--- config.mk ---
export PLATFORM = sky130hd
export DESIGN_NAME = analog_comparator_control
export DESIGN_NICKNAME = d
export VERILOG_FILES = /design/src/hw/comparator_pkg.sv /design/src/hw/comparator_if.sv /design/src/hw/analog_comparator_control.sv /design/src/hw/compare_edge_detect.sv /design/src/hw/compare_model.sv
export SDC_FILE = /design/constraint.sdc
export NUM_CORES = 1
export LEC_CHECK = 0
export BUFFER_PORTS_ARGS = -buffer_cell sky130_fd_sc_hd__buf_2
export CAP_MARGIN = 15
export CORE_ASPECT_RATIO = 2
export CORE_MARGIN = 2
export CORE_UTILIZATION = 44
export DETAILED_ROUTE_END_ITERATION = 7
export PLACE_DENSITY = 0.84
export REMOVE_ABC_BUFFERS = 1
export SYNTH_ARGS = -nofsm -noshare
export SYNTH_HDL_FRONTEND = slang
export SYNTH_SLANG_ARGS = --single-unit
--- constraint.sdc ---
create_clock -name clk -period 5.75 [get_ports clk]
set_input_delay 1.15 -clock clk [delete_from_list [all_inputs] [get_ports clk]]
set_output_delay 1.15 -clock clk [all_outputs]
set_load 0.01 [all_outputs]
--- src/hw/comparator_pkg.sv ---
/*
 * Constants shared by the comparator control block: register map, bit
 * positions, reset value and event edge encodings.
 * Assumes a 32-bit Avalon-MM slave with word addressing on byte offsets.
 */
package comparator_pkg;
	// ------------------------------------------------------------
	// Register map
	// ------------------------------------------------------------
	localparam logic [3:0] STATUS_CONTROL_OFFSET = 4'h0;
	localparam logic [3:0] IRQ_STATUS_OFFSET = 4'h4;
	localparam logic [3:0] IRQ_MASK_OFFSET = 4'h8;
	localparam logic [3:0] POWER_MODE_OFFSET = 4'hc;

	// ------------------------------------------------------------
	// Status/control bit positions
	// ------------------------------------------------------------
	localparam int ENABLE_BIT = 7;
	localparam int REF_SELECT_BIT = 6;
	localparam int EVENT_FLAG_BIT = 5;
	localparam int EVENT_IRQ_ENABLE_BIT = 4;
	localparam int OUTPUT_STATUS_BIT = 3;
	localparam int PIN_ENABLE_BIT = 2;
	localparam int EDGE_SELECT_LSB = 0;
	localparam logic [7:0] STATUS_CONTROL_RESET = 8'h00;

	// Power mode register bits
	localparam int WAIT_MODE_BIT = 0;
	localparam int LIGHT_STOP_BIT = 1;
	localparam int DEEP_STOP_BIT = 2;

	// Interrupt status bits
	localparam int IRQ_EVENT_BIT = 0;

	// Event edge encodings
	localparam logic [1:0] EDGE_FALL_A = 2'h0;
	localparam logic [1:0] EDGE_RISE = 2'h1;
	localparam logic [1:0] EDGE_FALL_B = 2'h2;
	localparam logic [1:0] EDGE_BOTH = 2'h3;
endpackage

--- src/hw/comparator_if.sv ---
/*
 * Interface between the control top and its edge detector.
 * Assumes one clock domain shared by both ends.
 */
`timescale 1ns/1ns
`default_nettype none
interface comparator_if;
	logic active;
	logic [1:0] edgeSelect;
	logic rawCompare;
	logic syncedCompare;
	logic eventPulse;

	modport control(output active, output edgeSelect, output rawCompare, input syncedCompare, input eventPulse);
	modport detector(input active, input edgeSelect, input rawCompare, output syncedCompare, output eventPulse);
endinterface
`default_nettype wire

--- src/hw/analog_comparator_control.sv ---
/*
 * Control and status logic of one analog comparator with an Avalon-MM
 * register slave, edge event flag, interrupt and optional output pin.
 * Assumes analog voltages arrive as digital codes asynchronous to clk
 * and that software sets the power mode through the register slave.
 */
// The register addresses and the Avalon-MM slave port were decided locally.
`timescale 1ns/1ns
`default_nettype none
module analog_comparator_control
	import comparator_pkg::*;
#(
	parameter int ANALOG_WIDTH = 10
) (
	input wire logic clk,
	input wire logic rst,
	input wire logic [3:0] avs_address,
	input wire logic avs_read,
	input wire logic avs_write,
	input wire logic [31:0] avs_writedata,
	input wire logic [3:0] avs_byteenable,
	output logic [31:0] avs_readdata,
	output logic avs_waitrequest,
	output logic avs_response_error,
	input wire logic [ANALOG_WIDTH-1:0] positiveInput,
	input wire logic [ANALOG_WIDTH-1:0] negativeInput,
	input wire logic [ANALOG_WIDTH-1:0] bandgapReference,
	input wire logic debugActive,
	output logic comparatorOutputPin,
	output logic comparatorOutputPinOe,
	output logic eventIrq,
	output logic irq
);
	// ------------------------------------------------------------
	// Parameter check
	// ------------------------------------------------------------
	// Refuse analog widths the compare path was not sized for
	if (ANALOG_WIDTH < 1 || ANALOG_WIDTH > 16) begin : widthCheck
		$error("ANALOG_WIDTH out of range");
	end

	// ------------------------------------------------------------
	// State
	// ------------------------------------------------------------
	logic comparatorEnable;
	logic referenceSelect;
	logic compareEventFlag;
	logic eventInterruptEnable;
	logic outputPinEnable;
	logic [1:0] eventEdgeSelect;
	logic [2:0] powerMode;
	logic irqStatus;
	logic irqMask;
	logic answerPending;
	logic next_comparatorEnable;
	logic next_referenceSelect;
	logic next_compareEventFlag;
	logic next_eventInterruptEnable;
	logic next_outputPinEnable;
	logic [1:0] next_eventEdgeSelect;
	logic [2:0] next_powerMode;
	logic next_irqStatus;
	logic next_irqMask;
	logic next_answerPending;
	logic [31:0] next_readdata;
	logic next_error;
	logic next_pin;
	logic next_pinOe;
	logic next_eventIrq;
	logic next_irq;
	logic anyStop;
	logic comparing;
	logic [ANALOG_WIDTH-1:0] nonInverting;
	logic decision;
	logic request;
	logic writeTaken;
	logic byteZero;
	logic [7:0] statusControl;

	comparator_if link();

	// ------------------------------------------------------------
	// Analog path
	// ------------------------------------------------------------
	// Stop modes power the comparator down; wait and debug do not
	always_comb begin
		anyStop = powerMode[LIGHT_STOP_BIT] | powerMode[DEEP_STOP_BIT];
		comparing = comparatorEnable & ~anyStop;
		nonInverting = referenceSelect ? bandgapReference : positiveInput;
	end

	compare_model #(
		.WIDTH(ANALOG_WIDTH)
	) analogCore (
		.nonInverting(nonInverting),
		.inverting(negativeInput),
		.powered(comparing),
		.decision(decision)
	);

	// Feed the detector
	always_comb begin
		link.active = comparing;
		link.edgeSelect = eventEdgeSelect;
		link.rawCompare = decision;
	end

	compare_edge_detect edgeDetect (
		.clk(clk),
		.rst(rst),
		.port(link)
	);

	// ------------------------------------------------------------
	// Register bus
	// ------------------------------------------------------------
	// Readable image of the status/control register
	always_comb begin
		statusControl = STATUS_CONTROL_RESET;
		statusControl[ENABLE_BIT] = comparatorEnable;
		statusControl[REF_SELECT_BIT] = referenceSelect;
		statusControl[EVENT_FLAG_BIT] = compareEventFlag;
		statusControl[EVENT_IRQ_ENABLE_BIT] = eventInterruptEnable;
		statusControl[OUTPUT_STATUS_BIT] = link.syncedCompare;
		statusControl[PIN_ENABLE_BIT] = outputPinEnable;
		statusControl[EDGE_SELECT_LSB +: 2] = eventEdgeSelect;
	end

	// ------------------------------------------------------------
	// Request decode
	// ------------------------------------------------------------
	// A request is taken only while no answer is pending
	always_comb begin
		request = (avs_read | avs_write) & ~answerPending;
		writeTaken = avs_write & ~answerPending;
		byteZero = avs_byteenable[0];
		next_answerPending = request;
	end

	// ------------------------------------------------------------
	// Control bits
	// ------------------------------------------------------------
	// Byte lane 0 of a taken write loads the control fields
	always_comb begin
		next_comparatorEnable = comparatorEnable;
		next_referenceSelect = referenceSelect;
		next_eventInterruptEnable = eventInterruptEnable;
		next_outputPinEnable = outputPinEnable;
		next_eventEdgeSelect = eventEdgeSelect;
		next_powerMode = powerMode;
		next_irqMask = irqMask;
		if (writeTaken && byteZero) begin
			unique case (avs_address)
				STATUS_CONTROL_OFFSET: begin
					next_comparatorEnable = avs_writedata[ENABLE_BIT];
					next_referenceSelect = avs_writedata[REF_SELECT_BIT];
					next_eventInterruptEnable = avs_writedata[EVENT_IRQ_ENABLE_BIT];
					next_outputPinEnable = avs_writedata[PIN_ENABLE_BIT];
					next_eventEdgeSelect = avs_writedata[EDGE_SELECT_LSB +: 2];
				end
				IRQ_MASK_OFFSET: begin
					next_irqMask = avs_writedata[IRQ_EVENT_BIT];
				end
				POWER_MODE_OFFSET: begin
					next_powerMode = avs_writedata[DEEP_STOP_BIT:WAIT_MODE_BIT];
				end
				default: begin
				end
			endcase
		end
	end

	// ------------------------------------------------------------
	// Event flags
	// ------------------------------------------------------------
	// Writing one clears a flag; an event in the same cycle still sets it
	always_comb begin
		next_compareEventFlag = compareEventFlag;
		next_irqStatus = irqStatus;
		if (writeTaken && byteZero) begin
			if (avs_address == STATUS_CONTROL_OFFSET && avs_writedata[EVENT_FLAG_BIT]) begin
				next_compareEventFlag = 1'b0;
			end
			if (avs_address == IRQ_STATUS_OFFSET && avs_writedata[IRQ_EVENT_BIT]) begin
				next_irqStatus = 1'b0;
			end
		end
		if (link.eventPulse) begin
			next_compareEventFlag = 1'b1;
			next_irqStatus = 1'b1;
		end
	end

	// ------------------------------------------------------------
	// Read answer
	// ------------------------------------------------------------
	// Read data is captured on the taking edge; unmapped addresses answer with error
	always_comb begin
		next_readdata = 32'h0;
		next_error = 1'b0;
		if (request) begin
			unique case (avs_address)
				STATUS_CONTROL_OFFSET: next_readdata = {24'h0, statusControl};
				IRQ_STATUS_OFFSET: next_readdata = {31'h0, irqStatus};
				IRQ_MASK_OFFSET: next_readdata = {31'h0, irqMask};
				POWER_MODE_OFFSET: next_readdata = {29'h0, powerMode};
				default: next_error = 1'b1;
			endcase
			if (!avs_read) begin
				next_readdata = 32'h0;
			end
		end
	end

	// ------------------------------------------------------------
	// Output values
	// ------------------------------------------------------------
	// Pin levels follow the registered state; request levels use the next flag values
	always_comb begin
		next_pin = outputPinEnable & link.syncedCompare;
		next_pinOe = outputPinEnable;
		next_eventIrq = eventInterruptEnable & next_compareEventFlag;
		next_irq = irqMask & next_irqStatus;
	end

	// ------------------------------------------------------------
	// Control registers
	// ------------------------------------------------------------
	// Light stop leaves every register untouched; only rst restores them
	always_ff @(posedge clk or posedge rst) begin
		if (rst) begin
			comparatorEnable <= 1'b0;
			referenceSelect <= 1'b0;
			eventInterruptEnable <= 1'b0;
			outputPinEnable <= 1'b0;
			eventEdgeSelect <= EDGE_FALL_A;
			powerMode <= 3'h0;
			irqMask <= 1'b0;
		end else begin
			comparatorEnable <= next_comparatorEnable;
			referenceSelect <= next_referenceSelect;
			eventInterruptEnable <= next_eventInterruptEnable;
			outputPinEnable <= next_outputPinEnable;
			eventEdgeSelect <= next_eventEdgeSelect;
			powerMode <= next_powerMode;
			irqMask <= next_irqMask;
		end
	end

	// ------------------------------------------------------------
	// Flag registers
	// ------------------------------------------------------------
	// Sticky flags, cleared by reset or by a write of one
	always_ff @(posedge clk or posedge rst) begin
		if (rst) begin
			compareEventFlag <= 1'b0;
			irqStatus <= 1'b0;
		end else begin
			compareEventFlag <= next_compareEventFlag;
			irqStatus <= next_irqStatus;
		end
	end

	// ------------------------------------------------------------
	// Bus answer registers
	// ------------------------------------------------------------
	// Waitrequest drops for exactly one cycle after each taken request
	always_ff @(posedge clk or posedge rst) begin
		if (rst) begin
			answerPending <= 1'b0;
			avs_readdata <= 32'h0;
			avs_waitrequest <= 1'b1;
			avs_response_error <= 1'b0;
		end else begin
			answerPending <= next_answerPending;
			avs_readdata <= next_readdata;
			avs_waitrequest <= ~next_answerPending;
			avs_response_error <= next_error;
		end
	end

	// ------------------------------------------------------------
	// Output registers
	// ------------------------------------------------------------
	// Every top output comes straight from a register
	always_ff @(posedge clk or posedge rst) begin
		if (rst) begin
			comparatorOutputPin <= 1'b0;
			comparatorOutputPinOe <= 1'b0;
			eventIrq <= 1'b0;
			irq <= 1'b0;
		end else begin
			comparatorOutputPin <= next_pin;
			comparatorOutputPinOe <= next_pinOe;
			eventIrq <= next_eventIrq;
			irq <= next_irq;
		end
	end

	// ------------------------------------------------------------
	// Debug input
	// ------------------------------------------------------------
	// Debug level passes two flops and is deliberately given no effect
	logic debugFirst;
	logic debugSeen;
	always_ff @(posedge clk or posedge rst) begin
		if (rst) begin
			debugFirst <= 1'b0;
			debugSeen <= 1'b0;
		end else begin
			debugFirst <= debugActive;
			debugSeen <= debugFirst;
		end
	end
endmodule
`default_nettype wire

--- src/hw/compare_edge_detect.sv ---
/*
 * Synchronises the analog comparator decision and finds the chosen edge.
 * Assumes the raw decision is asynchronous to clk.
 */
`timescale 1ns/1ns
`default_nettype none
module compare_edge_detect
	import comparator_pkg::*;
(
	input wire logic clk,
	input wire logic rst,
	comparator_if.detector port
);
	logic syncFirst;
	logic syncSecond;
	logic previous;
	logic next_syncFirst;
	logic next_syncSecond;
	logic next_previous;
	logic risen;
	logic fallen;

	// Next values; history sample forced low while inactive
	always_comb begin
		next_syncFirst = port.rawCompare;
		next_syncSecond = syncFirst;
		next_previous = port.active ? syncSecond : 1'b0;
	end

	// Two-stage synchroniser and sample history
	always_ff @(posedge clk or posedge rst) begin
		if (rst) begin
			syncFirst <= 1'b0;
			syncSecond <= 1'b0;
			previous <= 1'b0;
		end else begin
			syncFirst <= next_syncFirst;
			syncSecond <= next_syncSecond;
			previous <= next_previous;
		end
	end

	// Edges compare successive samples, never reported while off
	always_comb begin
		risen = port.active & syncSecond & ~previous;
		fallen = port.active & ~syncSecond & previous;
		port.syncedCompare = port.active & syncSecond;
		unique case (port.edgeSelect)
			EDGE_FALL_A: port.eventPulse = fallen;
			EDGE_RISE: port.eventPulse = risen;
			EDGE_FALL_B: port.eventPulse = fallen;
			EDGE_BOTH: port.eventPulse = risen | fallen;
		endcase
	end
endmodule
`default_nettype wire

--- src/hw/compare_model.sv ---
/*
 * Comparator decision from the digitised analog inputs.
 * Assumes inputs are codes of the voltages, compared unsigned.
 */
`timescale 1ns/1ns
`default_nettype none
module compare_model #(
	parameter int WIDTH = 10
) (
	input wire logic [WIDTH-1:0] nonInverting,
	input wire logic [WIDTH-1:0] inverting,
	input wire logic powered,
	output logic decision
);
	// High when powered and non-inverting exceeds inverting
	always_comb begin
		decision = powered & (nonInverting > inverting);
	end
endmodule
`default_nettype wire

==> results.toml, run 1 <==
[sta]
finalCriticalPeriod_ps = 2358
finalSetupViolations = 0
slew-limit-headroom_pct = 64.78
setup_slack_ps = 3392
period_share_pct = 41.00
finalSetupTns_ps = 0
finalMaxSlewViolations = 0
tightest_slew_ps = 524.4
rsz0062_at_grt = "false"
fmax_mhz = 424.1
clock-skew-final_ps = 2.944
hold_violations = 0

[place]
dp_slack_ps = 3096
dp_hpwl_um = 2514
portBuffers = 59
place_congestion = 0.7884

[critical_path]
cp.buffers_inverters = 1
cp_cell_sequence = "buf_2 -> or3_4 -> nor4_4 -> mux2_2"
max_stage_delay_ps = 480
arrival_ps = 2520
cp-end-kind = "flip-flop"
start_kind = "input port"
critPathKind = "input port to flip-flop"
cp_max_fo = 7
cpMaxStageDelayCell = "nor4_4"
cp.required_ps = 5910
crit_family = "simple AND/OR/NAND/NOR gates"

[synth]
avgSynthCellArea_um2 = 10.72
ys_seq_area_share_pct = 44.39
ys_types = 34
synth_area_um2 = 1694
yosysWarnings = 0
synth_seq_cells = 30
postSynthCellCount = 158

[clock_tree]
numCtsBuffers = 5
postCtsSetupBuffers = 0
cts_sinks = 30
cts_tree = "yes"
clk_pin_slew_ps = 50
clockBufferDepth = 2
clkLatencyLatePin_ps = 270
htreeDepth = 2
cts.repair.resized = 0
cts_hold_buffers = 0
clockRootBuffer = "clkbuf_8"

[global_route]
grt_pass1_wl_um = 4878
overflow = 0
use_met2_pct = 28.33
grt_pass1_vias = 1218
grt_max_degree = 31
grtUsageMet1_pct = 13.84
top_usage_layer = "met2"
grt_usage_pct = 15.38
grt_use_met3_pct = 3.543
antenna_found_initial = 0

[routing]
viasPerCell = 4.744
firstDrtPassIters = 4
drt-initial-drc-count = 14
drcViolationCount = 0
routedWlPerCell_um = 10.98
vias = 1281
ant_nets = 0
wl_um = 2965

[floorplan]
chipWidth_um = 47.88
start_util_pct = 46.47
ios = 113
die_area_um2 = 4393
die_y_um = 91.75
placementRows = 31
core_area_um2 = 3646

[power]
p_seq_share_pct = 49.3
clkPwrFrac_pct = 30.2
p_int_uw = 368.9
p_leak_uw = 0.001117
p_per_area_nw_per_um2 = 244.9
switchingPower_uw = 133.1
irDropWorstVdd_mv = 0.1323
sw_frac_of_total_pct = 26.51
power_frac_comb_pct = 20.5

[layout]
diodes = 0
nNetsFinal = 306
syn_to_final_growth_pct = 20.98
drive_gt1_share_pct = 40.27
final_core_util_pct = 56.21

[run_status]
status = "completed"

[flow_run]
maxCapViolations = 0

[worst_hold_path]
min_path_type = "flip-flop to flip-flop"
==> logic make-up after synthesis <==
logic type	share of synthesized area, %
mux	14.55
other cells	0.2214
flops	44.39
buf+inv	14.18
simple gates	13.52
fa+ha+maj	7.386
compound gates	5.761
==> per-layer routing <==
| layer | up-vias | wire length [um] |
|---|---|---|
| li1 | 617 | - |
| met1 | 601 | 886 |
| met2 | 58 | 1800 |
| met3 | 5 | 203 |
| met4 | 0 | 74 |
| met5 | - | 0 |
==> cell usage after synthesis <==
master    number  area, um^2
a21boi_1       1       7.510
a211oi_1       1       7.510
nor2_1        10       37.54
o41ai_1        1       8.760
a31oi_1        2       12.51
nor3b_1        1       7.510
or2_2          1       6.260
a21oi_1        5       25.02
nor3_1         3       15.01
nand2b_1       1       6.260
mux4_2         1       22.52
mux2_2        19       214.0
o21ai_0        2       10.01
ha_1          10       125.1
a21o_1         1       7.510
mux2i_1        1       10.01
nand3_1        4       20.02
and3_1         1       6.260
nor4_4         1       21.27
and2_1         7       43.79
dfstp_2        1       26.28
buf_1          1       3.750
conb_1         1       3.750
o41a_1         1       11.26
o21a_1         1       7.510
nand2_1        7       26.28
buf_4         24       180.2
and3b_1        1       8.760
inv_1         13       48.80
clkbuf_1       2       7.510
dfrtp_1       29       725.7
or2_1          1       6.260
or3_4          1       11.26
nand4_1        2       12.51
==> path summary, 6_finish.rpt <==
path                                            start                         end  slack, ps  depth (start not counted)
setup reg to reg                      referenceSelect  edgeDetect.next_syncSecond       3640                          5
hold / removal             edgeDetect.next_syncSecond       edgeDetect.syncSecond        350                          0
max in group asynchronous                         rst             avs_waitrequest       4410                          3
setup / recovery                       avs_address[1]            comparatorEnable       3390                          4
min in group asynchronous                         rst             avs_readdata[5]        840                          2
hold reg to reg            edgeDetect.next_syncSecond       edgeDetect.syncSecond        350                          0
==> stage by stage <==
stage | total power [uW] | instances | hold slack, ps | cell area [um^2]
after detailed placement | 353.7 | 262 | 340.3 | 1946
final | 502.0 | 270 | 351.9 | 2049
after global placement | 349.2 | 262 | 333.9 | 1946
after global routing | 532.4 | 270 | 368.7 | 2049
after CTS | 506.8 | 269 | 353.5 | 2022
after floorplan | 314.9 | 154 | 331.2 | 1589
==> power by group through the flow <==
stage / combinational (uW) / clock (uW) / sequential (uW)
floorplan: 65.6 / 0 / 249
global placement: 98.8 / 0 / 250
detailed placement: 102 / 0 / 252
CTS: 103 / 156 / 248
global route: 116 / 166 / 250
finish: 103 / 152 / 248
==> final cells by class <==
type	count	area, um^2
fillers	360	1597
multi-input cells	111	788.3
flip-flops and latches	30	752.0
repair buffers	60	322.8
clock buffers	7	76.32
well taps	49	61.31
inverters	13	48.80
==> worst reg2reg max path, delay by kind of cell (launching register included) <==
kind                       cells  cell delay, ps
muxes                          1             390
AOI/OAI and AO/OA              2             600
DFF                            1             620
adders and majority gates      1             290
and+or+nand+nor                1              80
==> state kept, by name, indices dropped and copies added (netlist names) <==
signal / flops
irqMask: 1
comparatorEnable: 1
powerMode: 3
edgeDetect.next_syncSecond: 1
comparatorOutputPin: 1
comparatorOutputPinOe: 1
next_pinOe: 1
eventIrq: 1
eventInterruptEnable: 1
edgeDetect.syncSecond: 1
avs_readdata: 8
answerPending: 1
compareEventFlag: 1
avs_waitrequest: 1
avs_response_error: 1
irq: 1
referenceSelect: 1
irqStatus: 1
edgeDetect.previous: 1
eventEdgeSelect: 2
==> cell usage in the layout (no fill, tap or decap), drive strengths merged, types with 3 or more instances in the layout <==
master  netlist  final
a21oi         5      5
and2          7      7
buf          25     60
clkbuf        2      7
conb          1     24
dfrtp        29     29
ha           10     10
inv          13     13
mux2         19     19
nand2         7      7
nand3         4      4
nor2         10     10
nor3          3      3
(Power assumes the default switching activity.)
==> run 2: changes to the inputs <==
CORE_UTILIZATION = 38   (was 44)
PLACE_DENSITY = 0.77   (was 0.84)
clock period = 2.1 ns   (was 5.75 ns; I/O delays follow)
==> run 2 against run 1 <==
Die area up 15%. Wire length up 7.3%. Critical path type is now flip-flop to flip-flop. Clock-buffer cell count up 1. Clock power rose to 2.8 times the previous value. Combinational power rose to 2.9 times the previous value. Cell count up 3.3%. Total power rose to 2.8 times the previous value.
==> results.toml, run 2 (same netlist as run 1, synthesis figures left out) <==
[power]
sw_frac_of_total_pct = 26.80
clkPwrFrac_pct = 30.6
p_int_uw = 1023
irDropWorstVdd_mv = 0.3738
total_power_uw = 1398
switchingPower_uw = 374.5
p_per_area_nw_per_um2 = 677.4
p_seq_share_pct = 48.3
p_leak_uw = 0.001124
power_frac_comb_pct = 21.0

[sta]
finalSetupViolations = 0
finalMaxSlewViolations = 0
rsz0062_at_grt = "false"
clock-skew-final_ps = 2.468
hold_violations = 0
period_share_pct = 93.79
finalCriticalPeriod_ps = 1970
finalSetupTns_ps = 0
fmax_mhz = 507.7

[routing]
drt-initial-drc-count = 10
drcViolationCount = 0
viasPerCell = 4.548
wl_um = 3182
routedWlPerCell_um = 11.41
vias = 1269
firstDrtPassIters = 3
ant_nets = 0

[floorplan]
start_util_pct = 39.43
core_area_um2 = 4297
die_area_um2 = 5041
die_y_um = 98.43
chipWidth_um = 51.22
placementRows = 34
ios = 113

[layout]
nNetsFinal = 309
drive_gt1_share_pct = 41.33
biggestRegsByFlops = "avs_readdata: 8 flops, powerMode: 3 flops, eventEdgeSelect: 2 flops"
regMostFlops = "avs_readdata"
syn_to_final_growth_pct = 21.79
diodes = 0
layout_common_cells = "buf_2, dfrtp_1, conb_1, mux2_2, inv_1"
final_common_cell = "buf_2"
largest_register_ffs = 8

[global_route]
antenna_found_initial = 0
grt_max_degree = 31
grt_usage_pct = 13.64
grt_pass1_vias = 1299
overflow = 0
grt_pass1_wl_um = 5175

[critical_path]
start_kind = "flip-flop"
r2r-end = "edgeDetect.next_syncSecond"
cp-end-kind = "flip-flop"
cp_max_fo = 9
arrival_ps = 2120
crit_end = "edgeDetect.next_syncSecond"
r2r_start = "referenceSelect"
critPathLaunch = "referenceSelect"
cp.required_ps = 2250
critPathKind = "flip-flop to flip-flop"
reg2reg_depth = 5
worst-r2r-setup-slack_ps = 130

[clock_tree]
cts_hold_buffers = 0
clkLatencyLatePin_ps = 280
htreeDepth = 2
cts_tree = "yes"
clk_pin_slew_ps = 60
clockRootBuffer = "clkbuf_8"
numCtsBuffers = 5
clockBufferDepth = 2
cts_sinks = 30
postCtsSetupBuffers = 0
cts.repair.resized = 1

[run_status]
status = "completed"

[place]
dp_hpwl_um = 2701
portBuffers = 59
place_congestion = 0.8150

[flow_run]
maxCapViolations = 0

[worst_hold_path]
min_path_type = "input port to async pin"
run 2: cell types whose count changed in the layout (fill, tap and decap cells not counted), sizes merged:
cell	previous run	this run
clkbuf	7	8
buf	60	63
run 2: critical path, cell delays in order (launching register included):
cell	delay (ps)
dfrtp_2	480
mux2_2	360
ha_1	300
a211oi_1	210
nor2_1	70
o41a_1	410
run 2: final cells by class:
class	instances	area [um^2]
Clock buffer	8	80.08
Fill cell	431	2233
Inverter	13	48.80
Multi-Input combinational cell	111	788.3
Sequential cell	30	753.2
Tap cell	54	67.56
Timing Repair Buffer	63	325.3
run 2: how the worst min path moves through the flow:
| stage | start | end | slack, ps |
|---|---|---|---|
| final | rst | comparatorEnable | 200 |
| after global routing | rst | avs_readdata[3] | 260 |
| after CTS | rst | avs_readdata[7] | 210 |
| after detailed placement | edgeDetect.next_syncSecond | edgeDetect.syncSecond | 340 |
| after global placement | edgeDetect.next_syncSecond | edgeDetect.syncSecond | 340 |
| after floorplan | edgeDetect.next_syncSecond | edgeDetect.syncSecond | 330 |
run 2: power by group through the flow:
stage	clock network [uW]	registers [uW]	logic (uW)
floorplan	0	683	180
global route	469	684	331
detailed placement	0	686	296
CTS	443	677	298
global placement	0	683	285
finish	428	676	294
run 2: metrics by stage:
step | cells | setup slack, ps | hold WS [ps] | cell area [um^2] | util, %
2_1_floorplan | 154 | 154.4 | 331.2 | 1589 | -
3_3_place_gp | 271 | 34.61 | 335.4 | 1982 | 46.13
3_5_place_dp | 271 | 11.87 | 337.3 | 1982 | 46.13
4_1_cts | 279 | 104.1 | 208.4 | 2063 | 48.02
5_1_grt | 279 | 44.54 | 260.0 | 2063 | 48.02
6_report | 279 | 130.5 | 200.8 | 2063 | 48.02
run 2: metal layers:
layer	wire length, um	GRT usage, %	part of all wire, %
met1	970	11.68	30
met2	1909	26.17	60
met3	195	3.333	6.1
met4	106	8.502	3.3
met5	0	0	0
==> run 3: changes to the inputs <==
CORE_UTILIZATION = 39   (was 38)
CTS_BUF_LIST = sky130_fd_sc_hd__clkbuf_8   (was default)
PLACE_DENSITY = 0.78   (was 0.77)
==> run 3 against run 2 <==
Critical path depth grew 2. Register-to-register slack about the same. Sequential power down 0.6%. Worst setup slack better by 9.4 ps.
==> results.toml, run 3 (same netlist as run 1, synthesis figures left out) <==
[place]
place_congestion = 0.8072
dp_hpwl_um = 2702
portBuffers = 59

[layout]
syn_to_final_growth_pct = 24.15
layout_common_cells = "buf_2, dfrtp_1, conb_1, mux2_2, inv_1"
final_common_cell = "buf_2"
biggestRegsByFlops = "avs_readdata: 8 flops, powerMode: 3 flops, eventEdgeSelect: 2 flops"
largest_register_ffs = 8
nNetsFinal = 309
fillers = 411
drive_gt1_share_pct = 42.22
diodes = 0
regMostFlops = "avs_readdata"

[clock_tree]
clk_pin_slew_ps = 60
cts_tree = "yes"
postCtsSetupBuffers = 0
clkLatencyLatePin_ps = 280
clockBufferDepth = 2
cts.repair.resized = 0
clockRootBuffer = "clkbuf_8"
cts_hold_buffers = 0
numCtsBuffers = 5
cts_sinks = 30
htreeDepth = 2

[floorplan]
chipWidth_um = 50.61
die_y_um = 97.21
placementRows = 34
ios = 113
core_area_um2 = 4254
start_util_pct = 39.82
die_area_um2 = 4919

[sta]
finalCriticalPeriod_ps = 1960
rsz0062_at_grt = "false"
finalSetupViolations = 0
hold_violations = 0
clock-skew-final_ps = 4.235
period_share_pct = 93.34
finalSetupTns_ps = 0
fmax_mhz = 510.2
hold_slack_ps = 210.9
finalMaxSlewViolations = 0

[global_route]
grt_pass1_wl_um = 5223
grt_pass1_vias = 1225
overflow = 0
antenna_found_initial = 0
grt_usage_pct = 13.91
grt_max_degree = 31

[worst_hold_path]
min_path_type = "input port to async pin"

[critical_path]
cp-end-kind = "flip-flop"
arrival_ps = 2120
critPathKind = "flip-flop to flip-flop"
cp_max_fo = 7
start_kind = "flip-flop"
cp.required_ps = 2260

[routing]
drt-initial-drc-count = 6
ant_nets = 0
routedWlPerCell_um = 11.41
viasPerCell = 4.606
drcViolationCount = 0
vias = 1285
wl_um = 3183
firstDrtPassIters = 4

[run_status]
status = "completed"

[flow_run]
maxCapViolations = 0

[power]
p_leak_uw = 0.001148
irDropWorstVdd_mv = 0.4726
p_per_area_nw_per_um2 = 728.1
## run 3: report_power, final
part	internal, uW	total, uW	switching [uW]
Clock	348	553	205
Sequential	635	672	37.0
Combinational	160	306	146
Total	1140	1530	388
## run 3: critical path: stages (launching register included)
cell and delay, ps:
dfrtp_1 450, buf_12 150, mux2_2 330, ha_1 290, a21o_1 180, nand3_1 70
a21oi_1 60, o41a_1 310
## run 3: worst paths after layout
check	end	slack, ps	depth (start not counted)	from
setup / recovery	edgeDetect.next_syncSecond	140	7	referenceSelect
hold / removal	avs_readdata[3]	210	3	rst
setup reg to reg	edgeDetect.next_syncSecond	140	7	referenceSelect
hold reg to reg	edgeDetect.syncSecond	360	0	edgeDetect.next_syncSecond
max in group asynchronous	avs_waitrequest	1580	3	rst
min in group clk	edgeDetect.syncSecond	360	0	edgeDetect.next_syncSecond
## run 3: area by class of cell
class                      instances  area [um^2]  share of cell area [%]
timing repair buffer              63        337.8                   16.06
clock inverter                     3        40.04                   1.904
sequential                        30        752.0                   35.75
clock buffer                       5        68.82                   3.272
tap                               54        67.56                   3.212
multi-input combinational        111        788.3                   37.48
inverter                          13        48.80                   2.320
## run 3: per-layer routing
metal / up-vias / global-route usage (%) / part of all wire [%]
met5: - / 0 / 0
met1: 605 / 15.58 / 35
met2: 61 / 23.58 / 54
met4: 0 / 5.613 / 0.97
met3: 4 / 4.615 / 9.2
li1: 615 / - / -
## run 3: metrics by stage
stage          utilization, %  std cells  total power, uW  cell area, um^2  setup WS, ps
2_1_floorplan               -        154            862.3             1589         154.4
3_3_place_gp            46.88        271            974.2             1994         159.2
3_5_place_dp            46.88        271            992.5             1994         152.8
4_1_cts                 49.44        279             1550             2103         131.4
5_1_grt                 49.44        279             1627             2103         66.74
6_report                49.44        279             1531             2103         139.8
